$ cat config.mk
export PLATFORM = sky130hd
export DESIGN_NAME = psirq_top
export DESIGN_NICKNAME = d
export VERILOG_FILES = /design/src/rtl/psirq_pkg.sv /design/src/rtl/psirq_bit_latch.sv /design/src/rtl/psirq_top.sv
export SDC_FILE = /design/constraint.sdc
export NUM_CORES = 1
export LEC_CHECK = 0
export BUFFER_PORTS_ARGS = -buffer_cell sky130_fd_sc_hd__buf_2
export CAP_MARGIN = 20
export CORE_AREA = 5 5 91 93
export CTS_CLUSTER_DIAMETER = 60
export DETAILED_ROUTE_END_ITERATION = 10
export DIE_AREA = 0 0 96 98
export PLACE_DENSITY = 0.76
export RECOVER_POWER = 25
export SLEW_MARGIN = 20
export SYNTH_ARGS = -nofsm -noshare
export SYNTH_HDL_FRONTEND = slang
export SYNTH_SLANG_ARGS = --single-unit
$ cat constraint.sdc
create_clock -name MCLK_IN -period 1.6 [get_ports MCLK_IN]
set_input_delay 0 -clock MCLK_IN [delete_from_list [all_inputs] [get_ports MCLK_IN]]
set_output_delay 0 -clock MCLK_IN [all_outputs]
set_load 0.01 [all_outputs]
$ cat src/rtl/psirq_pkg.sv
package psirq_pkg;
    localparam int REG_W = 16;
    localparam int ADDR_W = 8;
    localparam int DATA_W = 32;
    localparam int IDX_W = 6;
    // register indices, byte address is four times the index
    localparam logic [IDX_W-1:0] IDX_LIVE = 6'h11;
    localparam logic [IDX_W-1:0] IDX_MASK = 6'h12;
    localparam logic [IDX_W-1:0] IDX_EVENT = 6'h13;
    localparam logic [IDX_W-1:0] IDX_CTRL = 6'h18;
    localparam logic [REG_W-1:0] LIVE_RST = 16'h0000;
    localparam logic [REG_W-1:0] MASK_RST = 16'h0000;
    localparam logic [REG_W-1:0] EVENT_RST = 16'h0000;
    localparam logic [REG_W-1:0] CTRL_RST = 16'h0000;
    localparam logic [REG_W-1:0] CTRL_WMASK = 16'h2001;
    localparam int B_GLOBAL_EN = 0;
    localparam int B_POLARITY = 13;
    localparam int ST_PAGE = 12;
    localparam logic [1:0] RATE_10 = 2'h0;
    localparam logic [1:0] RATE_100 = 2'h1;
    localparam logic [1:0] RATE_1000 = 2'h2;
    localparam int EV_NEG = 15;
    localparam int EV_RATE = 14;
    localparam int EV_DUPLEX = 13;
    localparam int EV_PAGE = 12;
    localparam int EV_ANDONE = 11;
    localparam int EV_LINK = 10;
    localparam int EV_ENERGY = 9;
    localparam int EV_FCAR = 8;
    localparam int EV_CONV = 7;
    localparam int EV_MDIX = 6;
    localparam int EV_SOPT = 5;
    localparam int EV_SLEEP = 4;
    localparam int EV_WAKE = 3;
    localparam int EV_GMII = 2;
    localparam int EV_POL = 1;
    localparam int EV_JAB = 0;
    // bits that follow their source instead of latching
    localparam logic [REG_W-1:0] EV_LIVE_MASK = 16'h020C;

    typedef struct packed {
        logic [1:0] rate;
        logic full_half;
        logic an_enabled;
        logic an_done;
        logic an_active;
        logic link_up;
        logic mdix_cd;
        logic mdix_ab;
        logic downshift;
        logic sleep;
        logic [3:0] wire_pol;
        logic pol10;
        logic babble;
    } psirq_phy_s;

    typedef struct packed {
        logic neg_fault;
        logic page_rx;
        logic false_carrier;
        logic converter_fault;
        logic speed_opt;
        logic energy_fault;
        logic wake;
        logic gmii_err;
    } psirq_evt_s;
endpackage

$ cat src/rtl/psirq_bit_latch.sv
`timescale 1ns/1ps
module psirq_bit_latch #(
    parameter int W = 16,
    parameter logic [W-1:0] LIVE_MASK = '0
) (
    input wire logic clk_in,
    input wire logic nrst_in,
    input wire logic [W-1:0] set_in,
    input wire logic [W-1:0] clr_in,
    output logic [W-1:0] q_out
);
    genvar i;
    generate
        for (i = 0; i < W; i++) begin : g_bit
            if (LIVE_MASK[i]) begin : g_live
                always_ff @(posedge clk_in) begin
                    if (!nrst_in) begin
                        q_out[i] <= 1'b0;
                    end else begin
                        q_out[i] <= set_in[i];
                    end
                end
            end else begin : g_hold
                // set wins over a clear in the same cycle
                always_ff @(posedge clk_in) begin
                    if (!nrst_in) begin
                        q_out[i] <= 1'b0;
                    end else begin
                        q_out[i] <= set_in[i] | (q_out[i] & ~clr_in[i]);
                    end
                end
            end
        end
    endgenerate
endmodule

$ cat src/rtl/psirq_top.sv
// The Avalon-MM slave port is this design's own decision.
`timescale 1ns/1ps
// Notes on behaviour
// rate field codes 10/100/1000 ascending
// duplex bit, one means full
// page bit latches, clears on read
// settled when negotiation done or disabled
// live link up bit
// downshift masking flag during negotiation only
// sleep bit, one means sleeping
// gigabit pair polarity D,C,B,A field
// 10 Mb/s polarity, one means normal
// babble in lowest live bit
// interrupt needs event, enable, global enable
// sixteen enable bits match event positions
// event since last read sets bit
// events latch regardless of enables
// latched bit clears only once returned
// negotiation fault in top event bit
// rate change latches event
// duplex change latches event
// link change latches event
// converter buffer fault latches event
// energy saving fault event bit
// wake packet event bit
// interrupt polarity from config bit
// event during clearing read survives
module psirq_top (
    input wire logic MCLK_IN,
    input wire logic NRST_IN,
    input wire logic [psirq_pkg::ADDR_W-1:0] AVS_ADDRESS_IN,
    input wire logic AVS_READ_IN,
    input wire logic AVS_WRITE_IN,
    input wire logic [3:0] AVS_BYTEENABLE_IN,
    input wire logic [psirq_pkg::DATA_W-1:0] AVS_WRITEDATA_IN,
    output logic [psirq_pkg::DATA_W-1:0] AVS_READDATA_OUT,
    output logic AVS_WAITREQUEST_OUT,
    input wire psirq_pkg::psirq_phy_s PHY_STATE_IN,
    input wire psirq_pkg::psirq_evt_s PHY_EVENT_IN,
    output logic IRQ_OUT
);
    import psirq_pkg::*;

    // ----------------------------------------
    // bus handshake
    // ----------------------------------------
    logic req_w;
    logic accept_w;
    logic capture_w;
    logic ack_q;
    logic [IDX_W-1:0] idx_w;

    assign req_w = AVS_READ_IN | AVS_WRITE_IN;
    assign accept_w = req_w & ack_q;
    assign capture_w = AVS_READ_IN & ~ack_q;
    assign idx_w = AVS_ADDRESS_IN[ADDR_W-1:2];
    assign AVS_WAITREQUEST_OUT = req_w & ~ack_q;

    always_ff @(posedge MCLK_IN) begin
        if (!NRST_IN) begin
            ack_q <= 1'b0;
        end else if (accept_w) begin
            ack_q <= 1'b0;
        end else if (req_w) begin
            ack_q <= 1'b1;
        end
    end

    // ----------------------------------------
    // software registers
    // ----------------------------------------
    logic [REG_W-1:0] mask_q;
    logic [REG_W-1:0] ctrl_q;
    logic [REG_W-1:0] be_w;
    logic wr_mask_w;
    logic wr_ctrl_w;

    assign be_w = {{8{AVS_BYTEENABLE_IN[1]}}, {8{AVS_BYTEENABLE_IN[0]}}};
    assign wr_mask_w = accept_w & AVS_WRITE_IN & (idx_w == IDX_MASK);
    assign wr_ctrl_w = accept_w & AVS_WRITE_IN & (idx_w == IDX_CTRL);

    always_ff @(posedge MCLK_IN) begin
        if (!NRST_IN) begin
            mask_q <= MASK_RST;
        end else if (wr_mask_w) begin
            mask_q <= (mask_q & ~be_w) | (AVS_WRITEDATA_IN[REG_W-1:0] & be_w);
        end
    end

    always_ff @(posedge MCLK_IN) begin
        if (!NRST_IN) begin
            ctrl_q <= CTRL_RST;
        end else if (wr_ctrl_w) begin
            ctrl_q <= (ctrl_q & ~(be_w & CTRL_WMASK))
                | (AVS_WRITEDATA_IN[REG_W-1:0] & be_w & CTRL_WMASK);
        end
    end

    // ----------------------------------------
    // change detection
    // ----------------------------------------
    psirq_phy_s prev_q;

    always_ff @(posedge MCLK_IN) begin
        if (!NRST_IN) begin
            prev_q <= '0;
        end else begin
            prev_q <= PHY_STATE_IN;
        end
    end

    logic [REG_W-1:0] ev_set_w;
    logic [REG_W-1:0] ev_clr_w;
    logic [REG_W-1:0] event_q;

    always_comb begin
        ev_set_w = '0;
        ev_set_w[EV_NEG] = PHY_EVENT_IN.neg_fault;
        ev_set_w[EV_RATE] = PHY_STATE_IN.rate != prev_q.rate;
        ev_set_w[EV_DUPLEX] = PHY_STATE_IN.full_half != prev_q.full_half;
        ev_set_w[EV_PAGE] = PHY_EVENT_IN.page_rx;
        ev_set_w[EV_ANDONE] = PHY_STATE_IN.an_done & ~prev_q.an_done;
        ev_set_w[EV_LINK] = PHY_STATE_IN.link_up != prev_q.link_up;
        ev_set_w[EV_ENERGY] = PHY_EVENT_IN.energy_fault;
        ev_set_w[EV_FCAR] = PHY_EVENT_IN.false_carrier;
        ev_set_w[EV_CONV] = PHY_EVENT_IN.converter_fault;
        ev_set_w[EV_MDIX] = (PHY_STATE_IN.mdix_cd != prev_q.mdix_cd)
            | (PHY_STATE_IN.mdix_ab != prev_q.mdix_ab);
        ev_set_w[EV_SOPT] = PHY_EVENT_IN.speed_opt;
        ev_set_w[EV_SLEEP] = PHY_STATE_IN.sleep != prev_q.sleep;
        ev_set_w[EV_WAKE] = PHY_EVENT_IN.wake;
        ev_set_w[EV_GMII] = PHY_EVENT_IN.gmii_err;
        ev_set_w[EV_POL] = PHY_STATE_IN.pol10 != prev_q.pol10;
        ev_set_w[EV_JAB] = PHY_STATE_IN.babble & ~prev_q.babble;
    end

    // ----------------------------------------
    // latched bits
    // ----------------------------------------
    logic [REG_W-1:0] snap_ev_q;
    logic snap_pg_q;
    logic page_q;
    logic rd_done_w;

    assign rd_done_w = accept_w & AVS_READ_IN;
    assign ev_clr_w = rd_done_w ? snap_ev_q : '0;

    // every event except energy fault, wake and GMII error (live bits) latches, enabled or not
    psirq_bit_latch #(
        .W(REG_W),
        .LIVE_MASK(EV_LIVE_MASK)
    ) u_event (
        .clk_in(MCLK_IN),
        .nrst_in(NRST_IN),
        .set_in(ev_set_w),
        .clr_in(ev_clr_w),
        .q_out(event_q)
    );

    psirq_bit_latch #(
        .W(1),
        .LIVE_MASK(1'b0)
    ) u_page (
        .clk_in(MCLK_IN),
        .nrst_in(NRST_IN),
        .set_in(PHY_EVENT_IN.page_rx),
        .clr_in(rd_done_w & snap_pg_q),
        .q_out(page_q)
    );

    // ----------------------------------------
    // live status word
    // ----------------------------------------
    logic [REG_W-1:0] live_w;
    logic giga_w;

    assign giga_w = PHY_STATE_IN.link_up & (PHY_STATE_IN.rate == RATE_1000);

    always_comb begin
        live_w = LIVE_RST;
        live_w[15:14] = PHY_STATE_IN.rate;
        live_w[13] = PHY_STATE_IN.full_half;
        live_w[ST_PAGE] = page_q;
        live_w[11] = ~PHY_STATE_IN.an_enabled | PHY_STATE_IN.an_done;
        live_w[10] = PHY_STATE_IN.link_up;
        live_w[9] = PHY_STATE_IN.mdix_cd;
        live_w[8] = PHY_STATE_IN.mdix_ab;
        live_w[7] = PHY_STATE_IN.downshift & PHY_STATE_IN.an_active;
        live_w[6] = PHY_STATE_IN.sleep;
        live_w[5:2] = giga_w ? PHY_STATE_IN.wire_pol : 4'h0;
        live_w[1] = PHY_STATE_IN.pol10;
        live_w[0] = PHY_STATE_IN.babble;
    end

    // ----------------------------------------
    // read path
    // ----------------------------------------
    logic [REG_W-1:0] rd_mux_w;

    always_comb begin
        case (idx_w)
            IDX_LIVE: rd_mux_w = live_w;
            IDX_MASK: rd_mux_w = mask_q;
            IDX_EVENT: rd_mux_w = event_q;
            IDX_CTRL: rd_mux_w = ctrl_q;
            default: rd_mux_w = '0;
        endcase
    end

    always_ff @(posedge MCLK_IN) begin
        if (!NRST_IN) begin
            AVS_READDATA_OUT <= '0;
        end else if (capture_w) begin
            AVS_READDATA_OUT <= {{(DATA_W-REG_W){1'b0}}, rd_mux_w};
        end
    end

    // remembers exactly what was returned, so only those bits clear
    always_ff @(posedge MCLK_IN) begin
        if (!NRST_IN) begin
            snap_ev_q <= '0;
            snap_pg_q <= 1'b0;
        end else if (capture_w) begin
            snap_ev_q <= (idx_w == IDX_EVENT) ? event_q : '0;
            snap_pg_q <= (idx_w == IDX_LIVE) & page_q;
        end
    end

    // ----------------------------------------
    // interrupt output
    // ----------------------------------------
    logic irq_act_w;

    assign irq_act_w = ctrl_q[B_GLOBAL_EN] & (|(event_q & mask_q));

    always_ff @(posedge MCLK_IN) begin
        if (!NRST_IN) begin
            IRQ_OUT <= 1'b0;
        end else begin
            IRQ_OUT <= irq_act_w ^ ctrl_q[B_POLARITY];
        end
    end

    // ----------------------------------------
    // checks
    // ----------------------------------------
    logic rd_live_w;

    assign rd_live_w = capture_w & (idx_w == IDX_LIVE);

    a_rate_code: assert property (
        @(posedge MCLK_IN) disable iff (!NRST_IN)
        rd_live_w |=> AVS_READDATA_OUT[15:14] == $past(PHY_STATE_IN.rate)
    ) else $error("rate field wrong");

    a_full_half: assert property (
        @(posedge MCLK_IN) disable iff (!NRST_IN)
        rd_live_w |=> AVS_READDATA_OUT[13] == $past(PHY_STATE_IN.full_half)
    ) else $error("duplex bit wrong");

    a_page_hold: assert property (
        @(posedge MCLK_IN) disable iff (!NRST_IN)
        PHY_EVENT_IN.page_rx |=> page_q
    ) else $error("page bit not latched");

    a_settled_bit: assert property (
        @(posedge MCLK_IN) disable iff (!NRST_IN)
        rd_live_w && PHY_STATE_IN.an_enabled && !PHY_STATE_IN.an_done
        |=> !AVS_READDATA_OUT[11]
    ) else $error("settled set while negotiating");

    a_mask_write: assert property (
        @(posedge MCLK_IN) disable iff (!NRST_IN)
        wr_mask_w && AVS_BYTEENABLE_IN[1:0] == 2'h3
        |=> mask_q == $past(AVS_WRITEDATA_IN[REG_W-1:0])
    ) else $error("mask write lost");

    a_irq_global: assert property (
        @(posedge MCLK_IN) disable iff (!NRST_IN)
        !ctrl_q[B_GLOBAL_EN] |=> IRQ_OUT == $past(ctrl_q[B_POLARITY])
    ) else $error("interrupt active without global enable");

    a_irq_fires: assert property (
        @(posedge MCLK_IN) disable iff (!NRST_IN)
        ctrl_q[B_GLOBAL_EN] && (event_q & mask_q) != '0
        |=> IRQ_OUT != $past(ctrl_q[B_POLARITY])
    ) else $error("interrupt level wrong");

    a_rate_event: assert property (
        @(posedge MCLK_IN) disable iff (!NRST_IN)
        PHY_STATE_IN.rate != prev_q.rate |=> event_q[EV_RATE]
    ) else $error("rate change not latched");

    a_link_event: assert property (
        @(posedge MCLK_IN) disable iff (!NRST_IN)
        PHY_STATE_IN.link_up != prev_q.link_up |=> event_q[EV_LINK]
    ) else $error("link change not latched");

    a_set_wins: assert property (
        @(posedge MCLK_IN) disable iff (!NRST_IN)
        rd_done_w && PHY_EVENT_IN.neg_fault |=> event_q[EV_NEG]
    ) else $error("event lost on clearing read");

    a_clear_read: assert property (
        @(posedge MCLK_IN) disable iff (!NRST_IN)
        rd_done_w && snap_ev_q[EV_CONV] && !PHY_EVENT_IN.converter_fault
        |=> !event_q[EV_CONV]
    ) else $error("returned bit not cleared");

    a_hold_unread: assert property (
        @(posedge MCLK_IN) disable iff (!NRST_IN)
        event_q[EV_DUPLEX] && !rd_done_w |=> event_q[EV_DUPLEX]
    ) else $error("event bit dropped without read");

    a_duplex_event: assert property (
        @(posedge MCLK_IN) disable iff (!NRST_IN)
        PHY_STATE_IN.full_half != prev_q.full_half |=> event_q[EV_DUPLEX]
    ) else $error("duplex change not latched");

    a_neg_event: assert property (
        @(posedge MCLK_IN) disable iff (!NRST_IN)
        PHY_EVENT_IN.neg_fault |=> event_q[EV_NEG]
    ) else $error("negotiation fault not latched");

    a_conv_event: assert property (
        @(posedge MCLK_IN) disable iff (!NRST_IN)
        PHY_EVENT_IN.converter_fault |=> event_q[EV_CONV]
    ) else $error("converter fault not latched");

    a_fcar_unmasked: assert property (
        @(posedge MCLK_IN) disable iff (!NRST_IN)
        PHY_EVENT_IN.false_carrier && !mask_q[EV_FCAR]
        |=> event_q[EV_FCAR]
    ) else $error("disabled event not recorded");

    a_energy_live: assert property (
        @(posedge MCLK_IN) disable iff (!NRST_IN)
        1'b1 |=> event_q[EV_ENERGY] == $past(PHY_EVENT_IN.energy_fault)
    ) else $error("energy fault bit wrong");

    a_wake_live: assert property (
        @(posedge MCLK_IN) disable iff (!NRST_IN)
        1'b1 |=> event_q[EV_WAKE] == $past(PHY_EVENT_IN.wake)
    ) else $error("wake bit wrong");

    a_link_bit: assert property (
        @(posedge MCLK_IN) disable iff (!NRST_IN)
        rd_live_w |=> AVS_READDATA_OUT[10] == $past(PHY_STATE_IN.link_up)
    ) else $error("link bit wrong");

    a_pair_pol: assert property (
        @(posedge MCLK_IN) disable iff (!NRST_IN)
        rd_live_w && !(PHY_STATE_IN.link_up && PHY_STATE_IN.rate == RATE_1000)
        |=> AVS_READDATA_OUT[5:2] == 4'h0
    ) else $error("pair polarity shown off gigabit");

endmodule

==> impl_results.html, run 1 <==
<table>
<tr><th>Metric</th><th>Value</th></tr>
<tr><th colspan="2">Yosys</th></tr>
<tr><td>Area share of xor/xnor cells in the synthesized design</td><td>0.0264</td></tr>
<tr><td>Syn avg cell area</td><td>9.33 um^2</td></tr>
<tr><td>Sequential cell area fraction in the yosys report</td><td>0.464</td></tr>
<tr><td>Synth Area in Simple Gates</td><td>0.217</td></tr>
<tr><td>Cell area after synthesis</td><td>3320 um^2</td></tr>
<tr><td>Flop and latch count out of synthesis</td><td>77</td></tr>
<tr><td>Number of distinct library cells after synthesis</td><td>37</td></tr>
<tr><td>Post-synthesis share of cell area spent on full adders, half adders and majority gates</td><td>0</td></tr>
<tr><td>Synth warnings</td><td>0</td></tr>
<tr><td>Share of synthesized area spent on multiplexers</td><td>0.0633</td></tr>
<tr><td>Compound-gate portion of the synthesized area</td><td>0.158</td></tr>
<tr><td>Main combinational cell family by area after synthesis</td><td>simple AND/OR/NAND/NOR gates</td></tr>
<tr><td>Post-Syn Instances</td><td>356</td></tr>
<tr><th colspan="2">Place</th></tr>
<tr><td>IO Port Bufs</td><td>70</td></tr>
<tr><td>HPWL Detailed</td><td>6190 um</td></tr>
<tr><td>Placement Setup Slack</td><td>-0.0603 ns</td></tr>
<tr><td>Final Wtd Congestion</td><td>0.859</td></tr>
<tr><th colspan="2">STA</th></tr>
<tr><td>Count of endpoints failing setup in the final report</td><td>0</td></tr>
<tr><td>Final Hold Slack</td><td>0.0601 ns</td></tr>
<tr><td>Unrepaired setup endpoints after global routing</td><td>false</td></tr>
<tr><td>Setup TNS</td><td>0 ns</td></tr>
<tr><td>Final critical-path share of the clock period</td><td>0.926</td></tr>
<tr><td>Final count of pins violating max slew</td><td>0</td></tr>
<tr><td>Final-report hold violation count</td><td>0</td></tr>
<tr><td>Time the final worst path needs with I/O delays and setup</td><td>1.48 ns</td></tr>
<tr><td>Highest clock rate</td><td>675 MHz</td></tr>
<tr><td>Worst slew margin relative to its limit</td><td>0.636</td></tr>
<tr><td>Slew at the pin with the worst max-slew slack</td><td>0.546 ns</td></tr>
<tr><td>Final clock skew</td><td>0.00636 ns</td></tr>
<tr><td>Final critical-path setup slack</td><td>0.119 ns</td></tr>
<tr><th colspan="2">Floorplan</th></tr>
<tr><td>Die Outline Area</td><td>9410 um^2</td></tr>
<tr><td>Die height</td><td>98 um</td></tr>
<tr><td>Horizontal extent of the die</td><td>96 um</td></tr>
<tr><td>Ports</td><td>107</td></tr>
<tr><td># rows</td><td>32</td></tr>
<tr><td>Starting density of the core</td><td>0.446</td></tr>
<tr><td>Core Area</td><td>7450 um^2</td></tr>
<tr><th colspan="2">Critical path</th></tr>
<tr><td>Depth of the most critical reg-to-reg path</td><td>6</td></tr>
<tr><td>Slowest stage cell, crit path</td><td>sky130_fd_sc_hd__dfxtp_1</td></tr>
<tr><td>Series of cell instances along the critical path</td><td>nand2b_1 &gt; nor3_2 &gt; buf_4 &gt; nand2_1 &gt; buf_4 &gt; o21ai_0</td></tr>
<tr><td>Worst reg2reg endpoint</td><td>AVS_READDATA_OUT[11]$_SDFFE_PN0P_</td></tr>
<tr><td>Maximum fanout along the worst path</td><td>8</td></tr>
<tr><td>Critical Path Most Common Cell</td><td>sky130_fd_sc_hd__buf_4</td></tr>
<tr><td>CP Data Arrival Time</td><td>1.75 ns</td></tr>
<tr><td>Flop-to-flop setup slack</td><td>0.12 ns</td></tr>
<tr><td>Required time at the worst-slack endpoint</td><td>1.87 ns</td></tr>
<tr><td>Critical register-to-register path startpoint</td><td>ack_q$_SDFFE_PP0N_</td></tr>
<tr><td>Crit path capture</td><td>AVS_READDATA_OUT[11]$_SDFFE_PN0P_</td></tr>
<tr><td>Setup crit end kind</td><td>register</td></tr>
<tr><td>Setup crit start</td><td>ack_q$_SDFFE_PP0N_</td></tr>
<tr><td>Delay of the slowest critical-path stage</td><td>0.32 ns</td></tr>
<tr><td>Kind of start point of the critical path</td><td>register</td></tr>
<tr><td>Type of the setup path with the least slack</td><td>register to register</td></tr>
<tr><th colspan="2">CTS</th></tr>
<tr><td>Total clock buffers created by CTS</td><td>9</td></tr>
<tr><td>Number of clock sinks</td><td>77</td></tr>
<tr><td>Clock slew seen by the registers of the worst setup and hold paths</td><td>0.08 ns</td></tr>
<tr><td>TritonCTS clock tree</td><td>done</td></tr>
<tr><td>Worst-case clock buffer depth</td><td>2</td></tr>
<tr><td>Clock root buffer master</td><td>sky130_fd_sc_hd__clkbuf_8</td></tr>
<tr><td>Number of post-CTS setup repair buffers</td><td>0</td></tr>
<tr><td>H-tree levels</td><td>3</td></tr>
<tr><td>Clock latency of the later-clocked register in the worst-skew pair</td><td>0.35 ns</td></tr>
<tr><th colspan="2">Route</th></tr>
<tr><td>Count of nets left with antenna violations after detail routing</td><td>0</td></tr>
<tr><td>WL final</td><td>8740 um</td></tr>
<tr><td>Length of the first detailed-routing pass in iterations</td><td>6</td></tr>
<tr><td>Overall via count from detail_route</td><td>3000</td></tr>
<tr><td>Post-detailed-route wirelength per cell</td><td>15.0 um</td></tr>
<tr><td>DRC violation total after the first TritonRoute iteration</td><td>213</td></tr>
<tr><td>Via density per instance</td><td>5.16</td></tr>
<tr><td>DRC violations left</td><td>0</td></tr>
<tr><th colspan="2">Hold path</th></tr>
<tr><td>Type of the most critical hold path</td><td>primary input to register</td></tr>
<tr><th colspan="2">GRT</th></tr>
<tr><td>Antenna violations before repair</td><td>0</td></tr>
<tr><td>First-pass GRT wire length</td><td>14000 um</td></tr>
<tr><td>Gr usage total</td><td>0.192</td></tr>
<tr><td>Remaining global-route overflow</td><td>0</td></tr>
<tr><td>Number of global-route vias before repair</td><td>2960</td></tr>
<tr><td>Largest net degree at the start of global routing</td><td>28</td></tr>
<tr><th colspan="2">Outcome</th></tr>
<tr><td>Run status</td><td>completed</td></tr>
<tr><th colspan="2">Finish</th></tr>
<tr><td>Layout overhead on the synthesized area</td><td>32.4%</td></tr>
<tr><td>Post-layout net count</td><td>547</td></tr>
<tr><td>Fraction of layout instances using a drive strength above 1</td><td>0.196</td></tr>
<tr><td>Antenna diode instance count</td><td>0</td></tr>
<tr><th colspan="2">Pwr</th></tr>
<tr><td>Max rail drop VDD</td><td>0.504 mV</td></tr>
<tr><td>Share of power burned in the clock network</td><td>0.404</td></tr>
<tr><td>Power per Cell Area</td><td>918 nW/um^2</td></tr>
<tr><td>Total net switching power</td><td>0.000954 W</td></tr>
<tr><td>Switching Fraction</td><td>0.236</td></tr>
<tr><td>Combinational fraction of design power</td><td>0.098</td></tr>
<tr><td>Design internal power</td><td>0.00308 W</td></tr>
<tr><td>Sequential share of power</td><td>0.498</td></tr>
<tr><td>Cell leakage power</td><td>1.70 nW</td></tr>
<tr><th colspan="2">Run</th></tr>
<tr><td>Max-cap violation count</td><td>0</td></tr>
</table>
[metrics by stage]
stage	util	area, um^2	total power [W]	cells
after global placement	0.512	3810	0.00237	527
after CTS	0.593	4420	0.00405	581
after global routing	0.591	4400	0.00417	581
after detailed placement	0.512	3810	0.00237	527
after floorplan	-	3380	0.00224	371
final	0.591	4400	0.00404	581
[synth_stat cells]
master                     count  area [um^2]
sky130_fd_sc_hd__a21boi_0     14          105
sky130_fd_sc_hd__a21boi_1      2         15.0
sky130_fd_sc_hd__a21oi_1      17         85.1
sky130_fd_sc_hd__a221oi_1      6         52.6
sky130_fd_sc_hd__a222oi_1      9         90.1
sky130_fd_sc_hd__a22o_1        4         35.0
sky130_fd_sc_hd__a22oi_1       4         30.0
sky130_fd_sc_hd__a32o_1        1         10.0
sky130_fd_sc_hd__and2_0        2         12.5
sky130_fd_sc_hd__and2_1       16          100
sky130_fd_sc_hd__and4_1        2         17.5
sky130_fd_sc_hd__and4b_1       1         10.0
sky130_fd_sc_hd__buf_2         2         10.0
sky130_fd_sc_hd__buf_4        18          135
sky130_fd_sc_hd__buf_6         2         22.5
sky130_fd_sc_hd__clkbuf_1     15         56.3
sky130_fd_sc_hd__conb_1        1         3.75
sky130_fd_sc_hd__dfxtp_1      77         1540
sky130_fd_sc_hd__inv_1         2         7.51
sky130_fd_sc_hd__mux2i_1      21          210
sky130_fd_sc_hd__nand2_1      44          165
sky130_fd_sc_hd__nand2b_1      3         18.8
sky130_fd_sc_hd__nand3_1      16         80.1
sky130_fd_sc_hd__nand4_1       2         12.5
sky130_fd_sc_hd__nor2_1        5         18.8
sky130_fd_sc_hd__nor2b_1      33          206
sky130_fd_sc_hd__nor3_1        2         10.0
sky130_fd_sc_hd__nor3_2        1         10.0
sky130_fd_sc_hd__nor3_4        1         16.3
sky130_fd_sc_hd__nor4b_2       1         15.0
sky130_fd_sc_hd__o21ai_0      17         85.1
sky130_fd_sc_hd__o31a_1        2         17.5
sky130_fd_sc_hd__or2_2         1         6.26
sky130_fd_sc_hd__or3b_2        1         8.76
sky130_fd_sc_hd__or4b_4        1         13.8
sky130_fd_sc_hd__xnor2_1       1         8.76
sky130_fd_sc_hd__xor2_1        9         78.8
[cells by family after synthesis]
family	count (synthesis)
simple gates	132
flops	77
compound gates	76
buf+inv	39
mux	21
xor+xnor	10
other cells	1
[layer usage]
| layer | GRT usage | vias up | wire length, um |
|---|---|---|---|
| met5 | 0 | - | 0 |
| met4 | 0.0974 | 0 | 271 |
| met3 | 0.0308 | 24 | 517 |
| met2 | 0.309 | 120 | 4230 |
| met1 | 0.243 | 1409 | 3720 |
| li1 | - | 1447 | - |
[area by class of cell]
type                    count  area (um^2)
multi-input cells         255         1610
fillers                   658         3050
inverters                   2         7.51
clock buffers              10          138
repair buffers            129          888
well taps                 102          128
clock inverters             6         86.3
flip-flops and latches     77         1540
[worst max-delay path, delay by kind of cell (launching register included)]
family,cells,cell delay (ns)
simple gates,3,0.59
compound gates,1,0.16
buf+inv,2,0.34
flops,1,0.32
[power groups by stage]
stage	Combinational, W	Clock [W]	Sequential, W
final	0.000396	0.00163	0.00201
after global placement	0.000317	0	0.00205
after CTS	0.000394	0.00165	0.00201
after floorplan	0.000205	0	0.00204
after detailed placement	0.000321	0	0.00205
after global routing	0.000436	0.00172	0.00202
[repair_timing]
action,CTS,global route
endpoints found under the hold margin,41,0
resized for setup,0,2
hold buffers,38,0
setup endpoints to repair,0,14
[placed cells by master, fill, tap and decap left out, drive strengths merged, types with 9 or more instances in the layout]
cell and count:
nand3 16, o21ai 17, and2 18, nor2b 33, a222oi 9, conb 16, buf 71, dlygate4sd3 38
a21boi 16, dfxtp 77, mux2i 21, nand2 44, clkbuf 30, a21oi 17, xor2 9
[worst min path at each step]
stage	endpoint	slack [ns]	cells past startpoint	from
final	register	0.06	4	AVS_BYTEENABLE_IN[1]
after global routing	snap_ev_q[7]$_SDFFE_PN0P_	0.07	2	NRST_IN
after CTS	AVS_READDATA_OUT[2]$_SDFFE_PN0P_	0.05	3	NRST_IN
after detailed placement	u_event.q_out[9]$_SDFF_PN0_	0.22	2	PHY_EVENT_IN[2]
after global placement	u_event.q_out[2]$_SDFF_PN0_	0.21	2	PHY_EVENT_IN[0]
after floorplan	prev_q[0]$_SDFF_PN0_	0.12	1	PHY_STATE_IN[0]
Note: power is estimated with default switching activity, not from simulation.
==> run 2: changes to the inputs <==
--- a/config.mk
+++ b/config.mk
@@ -11,7 +11,7 @@
 export CTS_CLUSTER_DIAMETER = 60
 export DETAILED_ROUTE_END_ITERATION = 10
 export DIE_AREA = 0 0 96 98
-export PLACE_DENSITY = 0.76
+export PLACE_DENSITY_LB_ADDON = 0.05
 export RECOVER_POWER = 25
 export SLEW_MARGIN = 20
 export SYNTH_ARGS = -nofsm -noshare
==> run 2 against run 1 <==
Net effect: design area shrank 0.14%; via count shrank 3.1%; first-iteration DRC count shrank 25%; cell count is the same; die area is the same; largest power group unchanged.
==> impl_results.html, run 2 (synthesized netlist as in run 1, its figures left out) <==
<table>
<tr><th>Metric</th><th>Value</th></tr>
<tr><th colspan="2">Outcome</th></tr>
<tr><td>Run status</td><td>completed (unchanged)</td></tr>
<tr><th colspan="2">Finish</th></tr>
<tr><td>Commonest non-fill, non-tap cell in the layout</td><td>sky130_fd_sc_hd__dfxtp_1 (unchanged)</td></tr>
<tr><td>Fraction of layout instances using a drive strength above 1</td><td>0.213 (was 0.196)</td></tr>
<tr><td>Cell area after layout</td><td>4390 um^2 (was 4400 um^2)</td></tr>
<tr><td>Antenna diode instance count</td><td>0 (unchanged)</td></tr>
<tr><td>Layout overhead on the synthesized area</td><td>32.2% (was 32.4%)</td></tr>
<tr><td>Final instance count without filler cells</td><td>581 (unchanged)</td></tr>
<tr><td>Top library cells by usage in the layout, fill and taps aside</td><td>77 x sky130_fd_sc_hd__dfxtp_1, 60 x sky130_fd_sc_hd__buf_2, 44 x sky130_fd_sc_hd__nand2_1 (was 77 x sky130_fd_sc_hd__dfxtp_1, 50 x sky130_fd_sc_hd__buf_2, 44 x sky130_fd_sc_hd__nand2_1)</td></tr>
<tr><td>Post-layout net count</td><td>549 (was 547)</td></tr>
<tr><td>Fin util</td><td>0.590 (was 0.591)</td></tr>
<tr><th colspan="2">CTS</th></tr>
<tr><td>Number of post-CTS setup repair buffers</td><td>0 (unchanged)</td></tr>
<tr><td>Total clock buffers created by CTS</td><td>9 (unchanged)</td></tr>
<tr><td>Clock slew seen by the registers of the worst setup and hold paths</td><td>0.07 ns (was 0.08 ns)</td></tr>
<tr><td>Number of clock sinks</td><td>77 (unchanged)</td></tr>
<tr><td>Clock root buffer master</td><td>sky130_fd_sc_hd__clkbuf_8 (unchanged)</td></tr>
<tr><td>TritonCTS clock tree</td><td>done (unchanged)</td></tr>
<tr><td>H-tree levels</td><td>3 (unchanged)</td></tr>
<tr><td>Worst-case clock buffer depth</td><td>2 (unchanged)</td></tr>
<tr><td>Clock latency of the later-clocked register in the worst-skew pair</td><td>0.34 ns (was 0.35 ns)</td></tr>
<tr><th colspan="2">Floorplan</th></tr>
<tr><td>Starting density of the core</td><td>0.446 (unchanged)</td></tr>
<tr><td>Die height</td><td>98 um (unchanged)</td></tr>
<tr><td>Die Outline Area</td><td>9410 um^2 (unchanged)</td></tr>
<tr><td>Ports</td><td>107 (unchanged)</td></tr>
<tr><td>Core Area</td><td>7450 um^2 (unchanged)</td></tr>
<tr><td># rows</td><td>32 (unchanged)</td></tr>
<tr><td>Horizontal extent of the die</td><td>96 um (unchanged)</td></tr>
<tr><th colspan="2">Critical path</th></tr>
<tr><td>Critical Path Most Common Cell</td><td>sky130_fd_sc_hd__buf_4 (unchanged)</td></tr>
<tr><td>Series of cell instances along the critical path</td><td>nand2b_1 &gt; nor3_2 &gt; buf_4 &gt; nand2_1 &gt; buf_4 &gt; o21ai_0 (unchanged)</td></tr>
<tr><td>Slowest stage cell, crit path</td><td>sky130_fd_sc_hd__dfxtp_1 (unchanged)</td></tr>
<tr><td>Type of the setup path with the least slack</td><td>register to register (unchanged)</td></tr>
<tr><td>Kind of start point of the critical path</td><td>register (unchanged)</td></tr>
<tr><td>Delay of the slowest critical-path stage</td><td>0.31 ns (was 0.32 ns)</td></tr>
<tr><td>Maximum fanout along the worst path</td><td>14 (was 8)</td></tr>
<tr><td>CP Data Arrival Time</td><td>1.75 ns (about the same)</td></tr>
<tr><td>Critical register-to-register path startpoint</td><td>ack_q$_SDFFE_PP0N_ (unchanged)</td></tr>
<tr><td>Setup crit end kind</td><td>register (unchanged)</td></tr>
<tr><td>Setup crit start</td><td>ack_q$_SDFFE_PP0N_ (unchanged)</td></tr>
<tr><td>Required time at the worst-slack endpoint</td><td>1.86 ns (was 1.87 ns)</td></tr>
<tr><th colspan="2">Pwr</th></tr>
<tr><td>Power per Cell Area</td><td>867 nW/um^2 (was 918 nW/um^2)</td></tr>
<tr><td>Design internal power</td><td>0.00292 W (was 0.00308 W)</td></tr>
<tr><td>Switching Fraction</td><td>0.232 (was 0.236)</td></tr>
<tr><td>Cell leakage power</td><td>1.72 nW (was 1.70 nW)</td></tr>
<tr><td>Total net switching power</td><td>0.000884 W (was 0.000954 W)</td></tr>
<tr><td>Max rail drop VDD</td><td>0.403 mV (was 0.504 mV)</td></tr>
<tr><td>Sequential share of power</td><td>0.527 (was 0.498)</td></tr>
<tr><td>Share of power burned in the clock network</td><td>0.365 (was 0.404)</td></tr>
<tr><td>Combinational fraction of design power</td><td>0.108 (was 0.098)</td></tr>
<tr><th colspan="2">STA</th></tr>
<tr><td>Final clock skew</td><td>0.00550 ns (was 0.00636 ns)</td></tr>
<tr><td>Unrepaired setup endpoints after global routing</td><td>false (unchanged)</td></tr>
<tr><td>Setup TNS</td><td>0 ns (unchanged)</td></tr>
<tr><td>Final count of pins violating max slew</td><td>0 (unchanged)</td></tr>
<tr><td>Final critical-path share of the clock period</td><td>0.928 (was 0.926)</td></tr>
<tr><td>Final critical-path setup slack</td><td>0.115 ns (was 0.119 ns)</td></tr>
<tr><td>Highest clock rate</td><td>673 MHz (was 675 MHz)</td></tr>
<tr><td>Final-report hold violation count</td><td>0 (unchanged)</td></tr>
<tr><td>Time the final worst path needs with I/O delays and setup</td><td>1.49 ns (was 1.48 ns)</td></tr>
<tr><td>Worst slew margin relative to its limit</td><td>0.489 (was 0.636)</td></tr>
<tr><td>Slew at the pin with the worst max-slew slack</td><td>0.766 ns (was 0.546 ns)</td></tr>
<tr><td>Count of endpoints failing setup in the final report</td><td>0 (unchanged)</td></tr>
<tr><th colspan="2">Route</th></tr>
<tr><td>Via density per instance</td><td>5.00 (was 5.16)</td></tr>
<tr><td>Overall via count from detail_route</td><td>2907 (was 3000)</td></tr>
<tr><td>WL final</td><td>8920 um (was 8740 um)</td></tr>
<tr><td>DRC violation total after the first TritonRoute iteration</td><td>159 (was 213)</td></tr>
<tr><td>Count of nets left with antenna violations after detail routing</td><td>0 (unchanged)</td></tr>
<tr><td>Post-detailed-route wirelength per cell</td><td>15.3 um (was 15.0 um)</td></tr>
<tr><td>DRC violations left</td><td>0 (unchanged)</td></tr>
<tr><td>Length of the first detailed-routing pass in iterations</td><td>5 (was 6)</td></tr>
<tr><th colspan="2">GRT</th></tr>
<tr><td>Number of global-route vias before repair</td><td>2894 (was 2960)</td></tr>
<tr><td>Remaining global-route overflow</td><td>0 (unchanged)</td></tr>
<tr><td>First-pass GRT wire length</td><td>14500 um (was 14000 um)</td></tr>
<tr><td>Gr usage total</td><td>0.200 (was 0.192)</td></tr>
<tr><td>Antenna violations before repair</td><td>0 (unchanged)</td></tr>
<tr><td>Largest net degree at the start of global routing</td><td>49 (was 28)</td></tr>
<tr><th colspan="2">Hold path</th></tr>
<tr><td>Startpoint of the worst hold path</td><td>NRST_IN (was AVS_BYTEENABLE_IN[1])</td></tr>
<tr><td>Type of the most critical hold path</td><td>primary input to register (unchanged)</td></tr>
<tr><th colspan="2">Run</th></tr>
<tr><td>Max-cap violation count</td><td>0 (unchanged)</td></tr>
<tr><th colspan="2">Place</th></tr>
<tr><td>Number of cells in the design after placement</td><td>529 (was 527)</td></tr>
<tr><td>IO Port Bufs</td><td>70 (unchanged)</td></tr>
<tr><td>Final Wtd Congestion</td><td>0.876 (was 0.859)</td></tr>
<tr><td>Post-detailed-placement cell area</td><td>3840 um^2 (was 3810 um^2)</td></tr>
<tr><td>HPWL Detailed</td><td>6420 um (was 6190 um)</td></tr>
<tr><td>Placement Setup Slack</td><td>-0.0424 ns (was -0.0603 ns)</td></tr>
</table>
-- run 2: changes by cell type in the layout (fill, tap and decap cells not counted), moves of 3 or more --
cell,previous run,this run
sky130_fd_sc_hd__clkbuf_1,20,12
sky130_fd_sc_hd__buf_2,50,60
sky130_fd_sc_hd__and2_1,15,12
sky130_fd_sc_hd__and2_0,3,6
-- run 2: cell type report --
type,count,area (um^2)
clock buffer,12,145
sequential,77,1540
tap,102,128
fill,690,3050
inverter,2,7.51
timing repair buffer,131,926
clock inverter,2,35.0
multi-input combinational,255,1610
-- run 2: final timing paths --
check	slack, ns	end	cells after the start
max	0.11	AVS_READDATA_OUT[1]$_SDFFE_PN0P_	6
min	0.06	IRQ_OUT$_SDFF_PN0_	3
max reg2reg	0.11	AVS_READDATA_OUT[1]$_SDFFE_PN0P_	6
min reg2reg	0.45	snap_ev_q[0]$_SDFFE_PN0P_	2
-- run 2: through the flow --
| stage | hold slack [ns] | power, W |
|---|---|---|
| 2_1_floorplan | 0.122 | 0.00224 |
| 3_3_place_gp | 0.211 | 0.00239 |
| 3_5_place_dp | 0.216 | 0.00239 |
| 4_1_cts | 0.0547 | 0.00384 |
| 5_1_grt | 0.0720 | 0.00398 |
| 6_report | 0.0647 | 0.00381 |
-- run 2: what timing repair did --
action                                 4_1_cts  5_1_grt
endpoints found under the hold margin       41        0
gates resized for setup                      0        2
hold buffers                                38        0
setup endpoints to repair                    0        8
-- run 2: layer usage --
layer / vias up / global-route usage / part of all wire
met5: - / 0 / 0
met1: 1362 / 0.297 / 0.49
met4: 0 / 0.0536 / 0.013
li1: 1445 / - / -
met2: 90 / 0.290 / 0.45
met3: 10 / 0.0462 / 0.051
-- run 2: critical path: cells and delay by family (launching register included) --
family / cells / cell delay [ns]
AOI/OAI and AO/OA: 1 / 0.17
buffers and inverters: 2 / 0.35
DFF: 1 / 0.31
and+or+nand+nor: 3 / 0.58
-- run 2: power by group through the flow --
stage / Combinational (W) / Clock (W) / Sequential (W)
2_1_floorplan: 0.000205 / 0 / 0.00204
3_3_place_gp: 0.000338 / 0 / 0.00205
3_5_place_dp: 0.000340 / 0 / 0.00205
4_1_cts: 0.000411 / 0.00143 / 0.00201
5_1_grt: 0.000453 / 0.00151 / 0.00201
6_report: 0.000412 / 0.00139 / 0.00201
